[src/hdl/bnip_regs.vh]
// Register map, field positions and reset values of the pending-flag block
`ifndef BNIP_REGS_VH
`define BNIP_REGS_VH

// ----------------------------------------------------------------
// Byte offsets on the register bus
// ----------------------------------------------------------------
`define BNIP_OFF_LINK_PEND 5'h00
`define BNIP_OFF_PIN_PEND 5'h04
`define BNIP_OFF_LINK_MASK 5'h08
`define BNIP_OFF_PIN_MASK 5'h0C
`define BNIP_OFF_ERR_CTRL 5'h10
`define BNIP_OFF_ERR_CNT 5'h14
`define BNIP_OFF_NODE_CTRL 5'h18
`define BNIP_OFF_IRQ_STAT 5'h1C

// ----------------------------------------------------------------
// Link error pending fields
// ----------------------------------------------------------------
`define BNIP_LE_RESP_CRC 7
`define BNIP_LE_MISSED 6
`define BNIP_LE_THRESH 5
`define BNIP_LE_PWR 4
`define BNIP_LE_PARITY 3
`define BNIP_LE_CRC 2
`define BNIP_LE_DECODE 1
`define BNIP_LE_HDRCNT 0

// ----------------------------------------------------------------
// Pin event pending fields and other fields
// ----------------------------------------------------------------
`define BNIP_PIN_LO 2
`define BNIP_PIN_HI 7
`define BNIP_PIN_ZERO 0
`define BNIP_LIMIT_HI 7
`define BNIP_LIMIT_LO 5
`define BNIP_SOFT_RST 0

// ----------------------------------------------------------------
// Reset values
// ----------------------------------------------------------------
`define BNIP_RST_PEND 8'h00
`define BNIP_RST_MASK 8'h00
`define BNIP_RST_LIMIT 3'h0
`define BNIP_RST_CNT 9'h000

`endif

[src/hdl/bnip_sync.v]
// Three-stage pin synchroniser with agreement filter and rise detect
`timescale 1ns/10ps

module bnip_sync (
   input wire core_clk,           // System clock
   input wire rst_b,              // Synchronous reset, active low
   input wire [7:0] pin_async,    // Raw pin levels
   output wire [7:0] pin_level,   // Filtered level
   output wire [7:0] pin_rise     // One-cycle pulse on filtered rise
);

   reg [7:0] s1_r;
   reg [7:0] s2_r;
   reg [7:0] s3_r;
   reg [7:0] level_r;
   reg [7:0] rise_r;

   genvar i;
   generate
      for (i = 0; i < 8; i = i + 1) begin : g_bit
         always @(posedge core_clk) begin
            if (!rst_b) begin
               s1_r[i] <= 1'b0;
               s2_r[i] <= 1'b0;
               s3_r[i] <= 1'b0;
               level_r[i] <= 1'b0;
               rise_r[i] <= 1'b0;
            end else begin
               s1_r[i] <= pin_async[i];
               s2_r[i] <= s1_r[i];
               s3_r[i] <= s2_r[i];
               // A change counts only once stages two and three agree
               if (s2_r[i] == s3_r[i]) begin
                  level_r[i] <= s3_r[i];
               end
               rise_r[i] <= (s2_r[i] == s3_r[i]) & s3_r[i] & ~level_r[i];
            end
         end
      end
   endgenerate

   assign pin_level = level_r;
   assign pin_rise = rise_r;

endmodule

[src/hdl/bnip_top.v]
// Bus node interrupt pending flags with Avalon-MM register access
`timescale 1ns/10ps
`include "bnip_regs.vh"

// How it works
// - Missed upstream response frame sets link pending bit 6 until cleared by one.
// - Error count reaching selected limit sets link pending bit 5; write one clears.
// - Downstream power switch error sets link pending bit 4; write one clears.
// - Parity error in a consumed slot sets link pending bit 3; others ignored.
// - Frame CRC error sets bit 2: upstream frame as master, downstream frame as slave.
// - Decoding error in a consumed slot sets link pending bit 1.
// - Header count mismatch in a response frame sets link pending bit 0.
// - Pin 7 request sets pin pending bit 7 until written with one.
// - Pin 6 request sets pin pending bit 6; write one clears.
// - Pin 5 request sets pin pending bit 5; write one clears.
// - Pin 4 request sets pin pending bit 4; write one clears.
// - Pin 3 request sets pin pending bit 3; write one clears.
// - Pin 2 request sets pin pending bit 2; write one clears.
// - Slave-role upstream response frame CRC error sets link pending bit 7.
// - Pin pending bit 0 reads zero in master role.
// - Three-bit limit code n selects two to the power n+1 errors.
// - Only flags with their mask bit set raise the interrupt; all still latch.
module bnip_top (
   input wire core_clk,                    // System clock, 250 MHz
   input wire rst_b,                       // Synchronous reset, active low
   input wire [4:0] avs_address,           // Byte address
   input wire avs_read,                    // Read request
   input wire avs_write,                   // Write request
   input wire [31:0] avs_writedata,        // Write data
   input wire [3:0] avs_byteenable,        // Byte enables
   output wire [31:0] avs_readdata,        // Read data
   output wire avs_waitrequest,            // Stall until answer
   input wire master_role,                 // High when node is master
   input wire missed_frame_evt,            // Response frame missed its slot
   input wire link_err_evt,                // One counted link error
   input wire pwr_switch_err_evt,          // Downstream power switch error
   input wire parity_err_evt,              // Parity error in a data slot
   input wire decode_err_evt,              // Decoding error in a data slot
   input wire slot_consumed,               // Current slot is consumed here
   input wire resp_frame_crc_evt,          // CRC error, upstream response frame
   input wire ctrl_frame_crc_evt,          // CRC error, downstream control frame
   input wire header_count_err_evt,        // Header count mismatch
   input wire [7:0] gpio_pin,              // Asynchronous general-purpose pins
   output wire irq                         // Level interrupt, active high
);

   // ----------------------------------------------------------------
   // Declarations
   // ----------------------------------------------------------------
   reg ack_r;
   reg [31:0] rdata_r;
   reg [31:0] rdata_nxt;
   reg [7:0] link_pend_r;
   reg [7:0] link_pend_nxt;
   reg [7:0] pin_pend_r;
   reg [7:0] pin_pend_nxt;
   reg [7:0] link_mask_r;
   reg [7:0] pin_mask_r;
   reg [2:0] limit_sel_r;
   reg [8:0] err_cnt_r;
   reg [8:0] err_cnt_nxt;
   reg thresh_hit;
   reg soft_rst_r;
   wire wr_en;
   wire [7:0] wr_byte;
   wire [7:0] pin_level;
   wire [7:0] pin_rise;
   wire [7:0] link_set;
   wire [7:0] pin_set;
   wire [7:0] link_clr;
   wire [7:0] pin_clr;
   wire [7:0] pin_view;
   wire [8:0] err_limit;
   wire flags_clear;
   wire wr_link_pend;
   wire wr_pin_pend;
   wire wr_link_mask;
   wire wr_pin_mask;
   wire wr_err_ctrl;
   wire wr_err_cnt;
   wire wr_node_ctrl;

   // ----------------------------------------------------------------
   // Address decode
   // ----------------------------------------------------------------
   function hit;
      input [4:0] addr;
      input [4:0] off;
      begin
         hit = (addr == off);
      end
   endfunction

   // Error limit: code n gives 2 << n errors
   function [8:0] limit_of;
      input [2:0] code;
      begin
         limit_of = 9'h002 << code;
      end
   endfunction

   // Next value of a write-one-to-clear flag byte; a new event beats a clear
   function [7:0] w1c_next;
      input [7:0] cur;
      input [7:0] set;
      input [7:0] clr;
      integer k;
      begin
         for (k = 0; k < 8; k = k + 1) begin
            if (set[k]) begin
               w1c_next[k] = 1'b1;
            end else if (clr[k]) begin
               w1c_next[k] = 1'b0;
            end else begin
               w1c_next[k] = cur[k];
            end
         end
      end
   endfunction

   // ----------------------------------------------------------------
   // Bus handshake
   // ----------------------------------------------------------------
   // Every access stalls exactly one cycle; the write lands and the
   // read data stands on the edge where waitrequest is low.
   always @(posedge core_clk) begin
      if (!rst_b) begin
         ack_r <= 1'b0;
      end else begin
         ack_r <= (avs_read | avs_write) & ~ack_r;
      end
   end

   assign avs_waitrequest = (avs_read | avs_write) & ~ack_r;
   // Only byte lane zero holds writable bits; the other lanes are ignored on writes
   assign wr_en = avs_write & ack_r & avs_byteenable[0];
   assign wr_byte = avs_writedata[7:0];

   // ----------------------------------------------------------------
   // Register write strobes
   // ----------------------------------------------------------------
   assign wr_link_pend = wr_en & hit(avs_address, `BNIP_OFF_LINK_PEND);
   assign wr_pin_pend = wr_en & hit(avs_address, `BNIP_OFF_PIN_PEND);
   assign wr_link_mask = wr_en & hit(avs_address, `BNIP_OFF_LINK_MASK);
   assign wr_pin_mask = wr_en & hit(avs_address, `BNIP_OFF_PIN_MASK);
   assign wr_err_ctrl = wr_en & hit(avs_address, `BNIP_OFF_ERR_CTRL);
   assign wr_err_cnt = wr_en & hit(avs_address, `BNIP_OFF_ERR_CNT);
   assign wr_node_ctrl = wr_en & hit(avs_address, `BNIP_OFF_NODE_CTRL);

   // ----------------------------------------------------------------
   // Pin synchroniser
   // ----------------------------------------------------------------
   // A pin request counts only after the filter sees two agreeing samples
   bnip_sync u_sync (
      .core_clk(core_clk),
      .rst_b(rst_b),
      .pin_async(gpio_pin),
      .pin_level(pin_level),
      .pin_rise(pin_rise)
   );

   // ----------------------------------------------------------------
   // Error counter and threshold
   // ----------------------------------------------------------------
   assign err_limit = limit_of(limit_sel_r);

   always @* begin
      err_cnt_nxt = err_cnt_r;
      thresh_hit = 1'b0;
      // Saturates at the top so a long burst cannot wrap below the limit
      if (link_err_evt && (err_cnt_r != 9'h1FF)) begin
         err_cnt_nxt = err_cnt_r + 9'h001;
      end
      // Flag when the count reaches the selected limit
      if (link_err_evt && (err_cnt_nxt == err_limit) && (err_cnt_r != err_limit)) begin
         thresh_hit = 1'b1;
      end
   end

   always @(posedge core_clk) begin
      if (!rst_b || flags_clear) begin
         err_cnt_r <= `BNIP_RST_CNT;
      end else if (wr_err_cnt) begin
         err_cnt_r <= `BNIP_RST_CNT;
      end else begin
         err_cnt_r <= err_cnt_nxt;
      end
   end

   // ----------------------------------------------------------------
   // Event sources
   // ----------------------------------------------------------------
   assign link_set[`BNIP_LE_RESP_CRC] = resp_frame_crc_evt & ~master_role;
   assign link_set[`BNIP_LE_MISSED] = missed_frame_evt;
   assign link_set[`BNIP_LE_THRESH] = thresh_hit;
   assign link_set[`BNIP_LE_PWR] = pwr_switch_err_evt;
   assign link_set[`BNIP_LE_PARITY] = parity_err_evt & slot_consumed;
   assign link_set[`BNIP_LE_CRC] = master_role ? resp_frame_crc_evt :
                                   ctrl_frame_crc_evt;
   assign link_set[`BNIP_LE_DECODE] = decode_err_evt & slot_consumed;
   assign link_set[`BNIP_LE_HDRCNT] = header_count_err_evt;

   genvar p;
   generate
      for (p = `BNIP_PIN_LO; p <= `BNIP_PIN_HI; p = p + 1) begin : g_pin
         assign pin_set[p] = pin_rise[p];
      end
   endgenerate
   assign pin_set[1] = 1'b0;
   assign pin_set[`BNIP_PIN_ZERO] = pin_rise[`BNIP_PIN_ZERO] & ~master_role;

   // ----------------------------------------------------------------
   // Write-one-to-clear pending flags
   // ----------------------------------------------------------------
   assign link_clr = wr_link_pend ? wr_byte : 8'h00;
   assign pin_clr = wr_pin_pend ? wr_byte : 8'h00;
   assign flags_clear = soft_rst_r;

   always @* begin
      // Zero bits in the write leave a flag alone; set beats clear
      link_pend_nxt = w1c_next(link_pend_r, link_set, link_clr);
      pin_pend_nxt = w1c_next(pin_pend_r, pin_set, pin_clr);
   end

   always @(posedge core_clk) begin
      if (!rst_b || flags_clear) begin
         link_pend_r <= `BNIP_RST_PEND;
         pin_pend_r <= `BNIP_RST_PEND;
      end else begin
         link_pend_r <= link_pend_nxt;
         pin_pend_r <= pin_pend_nxt;
      end
   end

   // Master role hides the pin zero flag from reads and from the interrupt
   assign pin_view = master_role ? (pin_pend_r & 8'hFE) : pin_pend_r;

   // ----------------------------------------------------------------
   // Control registers
   // ----------------------------------------------------------------
   always @(posedge core_clk) begin
      if (!rst_b || flags_clear) begin
         link_mask_r <= `BNIP_RST_MASK;
         pin_mask_r <= `BNIP_RST_MASK;
         limit_sel_r <= `BNIP_RST_LIMIT;
      end else begin
         if (wr_link_mask) begin
            link_mask_r <= wr_byte;
         end
         if (wr_pin_mask) begin
            pin_mask_r <= wr_byte;
         end
         if (wr_err_ctrl) begin
            limit_sel_r <= wr_byte[`BNIP_LIMIT_HI:`BNIP_LIMIT_LO];
         end
      end
   end

   // Soft reset is a self-clearing pulse
   always @(posedge core_clk) begin
      if (!rst_b) begin
         soft_rst_r <= 1'b0;
      end else begin
         soft_rst_r <= wr_node_ctrl & wr_byte[`BNIP_SOFT_RST];
      end
   end

   // ----------------------------------------------------------------
   // Interrupt output
   // ----------------------------------------------------------------
   // Level output: high while any enabled flag is pending
   assign irq = |(link_pend_r & link_mask_r) | |(pin_view & pin_mask_r);

   // ----------------------------------------------------------------
   // Read data
   // ----------------------------------------------------------------
   always @* begin
      rdata_nxt = 32'h00000000;
      case (avs_address)
         `BNIP_OFF_LINK_PEND: rdata_nxt[7:0] = link_pend_r;
         `BNIP_OFF_PIN_PEND: rdata_nxt[7:0] = pin_view;
         `BNIP_OFF_LINK_MASK: rdata_nxt[7:0] = link_mask_r;
         `BNIP_OFF_PIN_MASK: rdata_nxt[7:0] = pin_mask_r;
         `BNIP_OFF_ERR_CTRL: rdata_nxt[7:5] = limit_sel_r;
         `BNIP_OFF_ERR_CNT: rdata_nxt[8:0] = err_cnt_r;
         `BNIP_OFF_IRQ_STAT: rdata_nxt[0] = irq;
         default: rdata_nxt = 32'h00000000;
      endcase
   end

   // Captured on the stall cycle so it stands at the answering edge
   always @(posedge core_clk) begin
      if (!rst_b) begin
         rdata_r <= 32'h00000000;
      end else if (avs_read && !ack_r) begin
         rdata_r <= rdata_nxt;
      end
   end

   assign avs_readdata = rdata_r;

endmodule

[config.mk]
export PLATFORM = sky130hd
export DESIGN_NAME = bnip_top
export DESIGN_NICKNAME = d
export VERILOG_FILES = /design/src/hdl/bnip_sync.v /design/src/hdl/bnip_top.v
export VERILOG_INCLUDE_DIRS = /design/src /design/src/hdl
export SDC_FILE = /design/constraint.sdc
export NUM_CORES = 1
export LEC_CHECK = 0
export BUFFER_PORTS_ARGS = -buffer_cell sky130_fd_sc_hd__buf_2
export CELL_PAD_IN_SITES_DETAIL_PLACEMENT = 1
export CELL_PAD_IN_SITES_GLOBAL_PLACEMENT = 2
export CORE_ASPECT_RATIO = 0.6
export CORE_MARGIN = 4
export CORE_UTILIZATION = 29
export DETAILED_ROUTE_END_ITERATION = 8
export HOLD_SLACK_MARGIN = 0.1
export PLACE_DENSITY = 0.8
export RECOVER_POWER = 25
export SLEW_MARGIN = 30
export SYNTH_ARGS = -nofsm -noshare
export SYNTH_HDL_FRONTEND = slang
export SYNTH_HIERARCHICAL = 1
export SYNTH_SLANG_ARGS = --single-unit
[constraint.sdc]
create_clock -name core_clk -period 2.2 [get_ports core_clk]
set_clock_uncertainty 0.05 [all_clocks]
set_input_delay 0.44 -clock core_clk [delete_from_list [all_inputs] [get_ports core_clk]]
set_output_delay 0.44 -clock core_clk [all_outputs]
set_load 0.02 [all_outputs]
# Yosys cells after proc, flatten, opt, wreduce, memory -nomap -nowiden
# Index checks and enable logic that the tools add are counted.
[classes] add_sub_neg=1 n_eq_ne=17 shifts=1 n_mux=40 n_bitwise=42 reduce_logical=26
[op_table] operator="$mux W1" n=34
[op_table] operator="$reduce_bool A2 Y1" n=15
[op_table] operator="$and A1 B1 Y1" n=29
[op_table] operator="$eq A5 B5 Y1 const B" n=4
[op_table] operator="$pmux W4 S5" n=1
[op_table] operator="$pmux W3 S6" n=1
[op_table] operator="$and A8 B8 Y8" n=2
[op_table] operator="$mux W8" n=2
[op_table] operator="$reduce_or A8 Y1" n=2
[op_table] operator="$eq A5 B4 Y1 const B" n=2
[op_table] operator="$add A9 B1 Y9 const B" n=1
[op_table] operator="$eq A9 B9 Y1" n=1
[op_table] operator="$mux W9" n=1
[op_table] operator="$ne A9 B9 Y1" n=1
[op_table] operator="$ne A9 B9 Y1 const B" n=1
[op_table] operator="$not A1 Y1" n=9
[op_table] operator="$shl A2 B3 Y9 const A" n=1
[op_table] operator="$eq A1 B1 Y1" n=7
[op_table] operator="$pmux W1 S6" n=1
[op_table] operator="$eq A5 B3 Y1 const B" n=1
[op_table] operator="$logic_not A5 Y1" n=1
[op_table] operator="$logic_and A1 B1 Y1" n=4
[op_table] operator="$logic_not A1 Y1" n=2
[op_table] operator="$or A1 B1 Y1" n=2
[op_table] operator="2 further kinds" n=2
[word_totals] regBits=89 input_bits=63 output_inout_bits=34 wordCells=184

# Longest topological paths before layout
[depth] ltp_word=8 ltp_mapped=11 ltp_nobuf=11

# By module
# Netlist, hierarchy kept.
[by_module_without_submodules] module="bnip_top" n_inst=1 cells_each=394 area_per_inst_um2=3211.8 seq_area_each_um2=1081.0
[by_module_without_submodules] module="bnip_sync" n_inst=1 cells_each=108 area_per_inst_um2=1263.7 seq_area_each_um2=800.8

# Least setup slack after synthesis
# OpenSTA, ideal clock, no wires.
[synth_path] path_kind="flip-flop to flip-flop" startpoint="register err_cnt_r[0]" endpoint="register link_pend_r[5]" setup_time_ns=0.084 arrival_ns=2.263 required_time_ns=2.066 path_slack_ns=-0.197 stages_incl_launch_ff=12 n_path_buf=0 period_less_slack_ns=2.397 cell_sequence="dfxtp_1 ha_1 nand3_1 nor2_1 ha_1 and4b_4 nand2_2 xnor2_2 o2111a_1 a31oi_1 or3_1 o31ai_2"
[synth_via] elab_chain_cells=8 elab_cells_between_ends=11 classes_between="1 x add/sub; 3 x eq/ne; 3 x mux; 4 x reduce/logical"
[synth_rtl] element="start, declared" line="bnip_top.v:60" rtl="reg [8:0] err_cnt_r;"
[synth_rtl] element="start signal, assigned" line="bnip_top.v:182" rtl="err_cnt_r <= `BNIP_RST_CNT;"
[synth_rtl] element="start signal, assigned" line="bnip_top.v:184" rtl="err_cnt_r <= `BNIP_RST_CNT;"
[synth_rtl] element="start signal, assigned" line="bnip_top.v:186" rtl="err_cnt_r <= err_cnt_nxt;"
[synth_rtl] element="branches (longest 5 deep; another with $add A9 B1 Y9)"
[synth_rtl] element="$logic_and A1 B1 Y1 (*)" line="bnip_top.v:175" rtl="if (link_err_evt && (err_cnt_nxt == err_limit) && (err_cnt_r != err_limit)) begin"
[synth_rtl] element="$mux W1 (*)" line="bnip_top.v:175"
[synth_rtl] element="$mux W1 / $reduce_bool A2 Y1 (equally long branches)"
[synth_rtl] element="end signal, assigned" line="bnip_top.v:227" rtl="link_pend_r <= `BNIP_RST_PEND;"
[synth_rtl] element="end signal, assigned" line="bnip_top.v:230" rtl="link_pend_r <= link_pend_nxt;"
[synth_rtl] element="end, declared" line="bnip_top.v:53" rtl="reg [7:0] link_pend_r;"
# Mark *: on every way between the ends.
# A chain may end at the register's enable or synchronous reset.

# Worst setup path in the final report
# Same ends and word-level chain as after synthesis.

==> results.json <==
{
  "final.setup.tns_ns": -0.345,
  "finalSetupViolCount": 2,
  "maxSlewViolCount": 0,
  "clock_path_buffers": 2,
  "grt_busiest_layer": "met2",
  "clk_pin_slew_worst_paths_ns": 0.07,
  "antenna_found_initial": 2,
  "ir_worst_vdd_v": 0.000333,
  "dp_cells": 748,
  "nNetsFinal": 636,
  "drt_iter0_markers": 237,
  "cts_tree": "yes",
  "tightest_slew_ns": 0.836,
  "wl_per_cell_um": 17.0,
  "syn_area_um2": 4320,
  "critical_path_required_ns": 2.41,
  "areaGrowthSynthToFinish_pct": 23.1,
  "grtUsageTotal_pct": 15.6,
  "cts_num_sinks": 89,
  "use_met2_pct": 24.2,
  "grt_max_degree": 48,
  "max_cap_violations": 0,
  "min-delay-start": "gpio_pin[4]",
  "syn_area_per_cell_um2": 8.84,
  "min_to": "u_sync/s1_r[4]$_SDFF_PN0_",
  "r2r_slack_ns": -0.27,
  "rows": 34,
  "fill_cells": 1739,
  "gr-usage-met1_pct": 22.0,
  "die_area_um2": 17000,
  "leakage_nw": 2.20,
  "hold_depth": 2,
  "n_antenna_cell": 0,
  "root_buffer": "clkbuf_16",
  "cp-end-kind": "register",
  "core_um2": 14500,
  "via_count": 3746,
  "critPathSlowestCell": "or3_4",
  "status": "complete, but fails checks",
  "power.density_nw_per_um2": 679,
  "crit_chain": "ha_4, nand3_2, nor2_1, ha_2, and4b_4, and2_4, buf_6, o21bai_1, o2111a_1, a31oi_2, or3_4, o31ai_2",
  "synthCells": 489,
  "yosysWarnings": 6,
  "worst_slack_ns": -0.270,
  "r2r-end": "link_pend_r[5]$_SDFFE_PP0P_",
  "r2r-start": "err_cnt_r[0]$_SDFF_PP0_",
  "cp-start-kind": "register",
  "drt_first_pass_iters": 5,
  "drc": 0,
  "dp_slack_ns": -0.333,
  "cp_data_arrival_time_ns": 2.68,
  "htreeDepth": 3,
  "critPathKind": "register to register",
  "path_max_fanout": 4,
  "max_slew_margin_pct": 44.3,
  "layoutNonFillerInstCount": 767,
  "vias_per_cell": 4.88,
  "violations": "setup timing",
  "multi_input_area_um2": 2370,
  "grt_pass1_wl_mm": 20.5,
  "insertion_delay_ns": 0.34,
  "ff_latch_area_um2": 1790,
  "use_met3_pct": 4.19,
  "hold_viol_final": 0,
  "overflow": 0,
  "hp-class": "primary input to register",
  "drive_gt1_share_pct": 24.8,
  "ant_nets": 0,
  "die_y_um": 103,
  "post-route-period-util_pct": 112,
  "routed_wl_mm": 13.0,
  "dp_hpwl_mm": 9.66,
  "rr_worst_depth": 12,
  "max_freq_mhz": 405,
  "grt_pass1_vias": 3839,
  "die_x_um": 166,
  "start_util_pct": 29.7,
  "rsz0062_at_grt": "yes",
  "hold-worst-slack_ns": 0.255,
  "ios": 97,
  "cts_buffers": 9,
  "gp_congestion": 0.881,
  "port_buffers": 45,
  "max_stage_delay_ns": 0.39,
  "post-route-min-period_ns": 2.47
}
[repair_timing]
action | in CTS | in global routing
pin swaps | 7 | 5
gates resized for setup | 9 | 4
gates cloned | 0 | 0
setup endpoints to repair | 2 | 2
buffers inserted | 3 | 0
hold buffers | 0 | 0
[worst max-delay path by stage]
stage                                 start                          end  slack, ns
floorplan           err_cnt_r[0]$_SDFF_PP0_  link_pend_r[5]$_SDFFE_PP0P_      -0.07
global placement    err_cnt_r[5]$_SDFF_PP0_  link_pend_r[5]$_SDFFE_PP0P_      -0.21
detailed placement  err_cnt_r[5]$_SDFF_PP0_  link_pend_r[5]$_SDFFE_PP0P_      -0.33
CTS                 err_cnt_r[0]$_SDFF_PP0_  link_pend_r[5]$_SDFFE_PP0P_      -0.27
global route        err_cnt_r[5]$_SDFF_PP0_  link_pend_r[5]$_SDFFE_PP0P_      -0.40
finish              err_cnt_r[0]$_SDFF_PP0_  link_pend_r[5]$_SDFFE_PP0P_      -0.27
[metal layers]
layer | routed length [um] | vias to the layer above
met5 | 15 | -
met4 | 157 | 4
met3 | 857 | 16
met2 | 5680 | 90
met1 | 6290 | 1849
li1 | - | 1787
[sequential cells by signal, indices dropped and copies added (netlist names), 3 cells and up]
| name | count |
|---|---|
| u_sync/s1_r | 7 |
| link_pend_r | 8 |
| pin_pend_r | 7 |
| u_sync/pin_rise | 7 |
| err_cnt_r | 9 |
| u_sync/s2_r | 7 |
| u_sync/pin_level | 7 |
| pin_mask_r | 8 |
| u_sync/s3_r | 7 |
| limit_sel_r | 3 |
| link_mask_r | 8 |
| avs_readdata | 9 |
[per-stage QoR]
| stage | utilization [%] | cell area, um^2 | power [mW] |
|---|---|---|---|
| after floorplan | - | 4440 | 1.92 |
| after global placement | 33.8 | 4920 | 2.01 |
| after detailed placement | 33.8 | 4920 | 2.02 |
| after CTS | 36.4 | 5300 | 3.65 |
| after global routing | 36.5 | 5320 | 3.76 |
| final | 36.5 | 5320 | 3.61 |
[critical path, delay by kind of cell, from the launching register on]
family | cells | cell delay [ns]
AO/OA/AOI/OAI | 4 | 0.55
AND/OR/NAND/NOR | 5 | 1.01
flip-flops | 1 | 0.35
adder cells (fa/ha/maj) | 2 | 0.34
buffers and inverters | 1 | 0.09
[cells in the final DEF (no fill, tap or decap), types with 10 or more instances in the layout]
cell type and instances:
buf_2 43, nand2_1 49, nor2b_1 13, dfxtp_1 85, o21ai_0 12, nor2_1 65, and2_1 23, clkbuf_16 10
mux2i_1 39, conb_1 23, buf_4 44, a21oi_1 17
[layout make-up]
type / count / share of cell area [%]
clock buffer: 11 / 4.78
clock inverter: 5 / 1.13
inverter: 5 / 0.353
multi-input combinational: 368 / 44.6
sequential: 89 / 33.7
tap: 198 / 4.66
timing repair buffer: 91 / 10.8
[power breakdown]
| part | switching, mW | internal [mW] | leakage, nW |
|---|---|---|---|
| Combinational | 0.194 | 0.114 | 1.32 |
| Clock | 0.665 | 0.956 | 0.152 |
| Sequential | 0.0276 | 1.65 | 0.726 |
| Total | 0.886 | 2.72 | 2.20 |
Power figures use the tool's default switching activity.
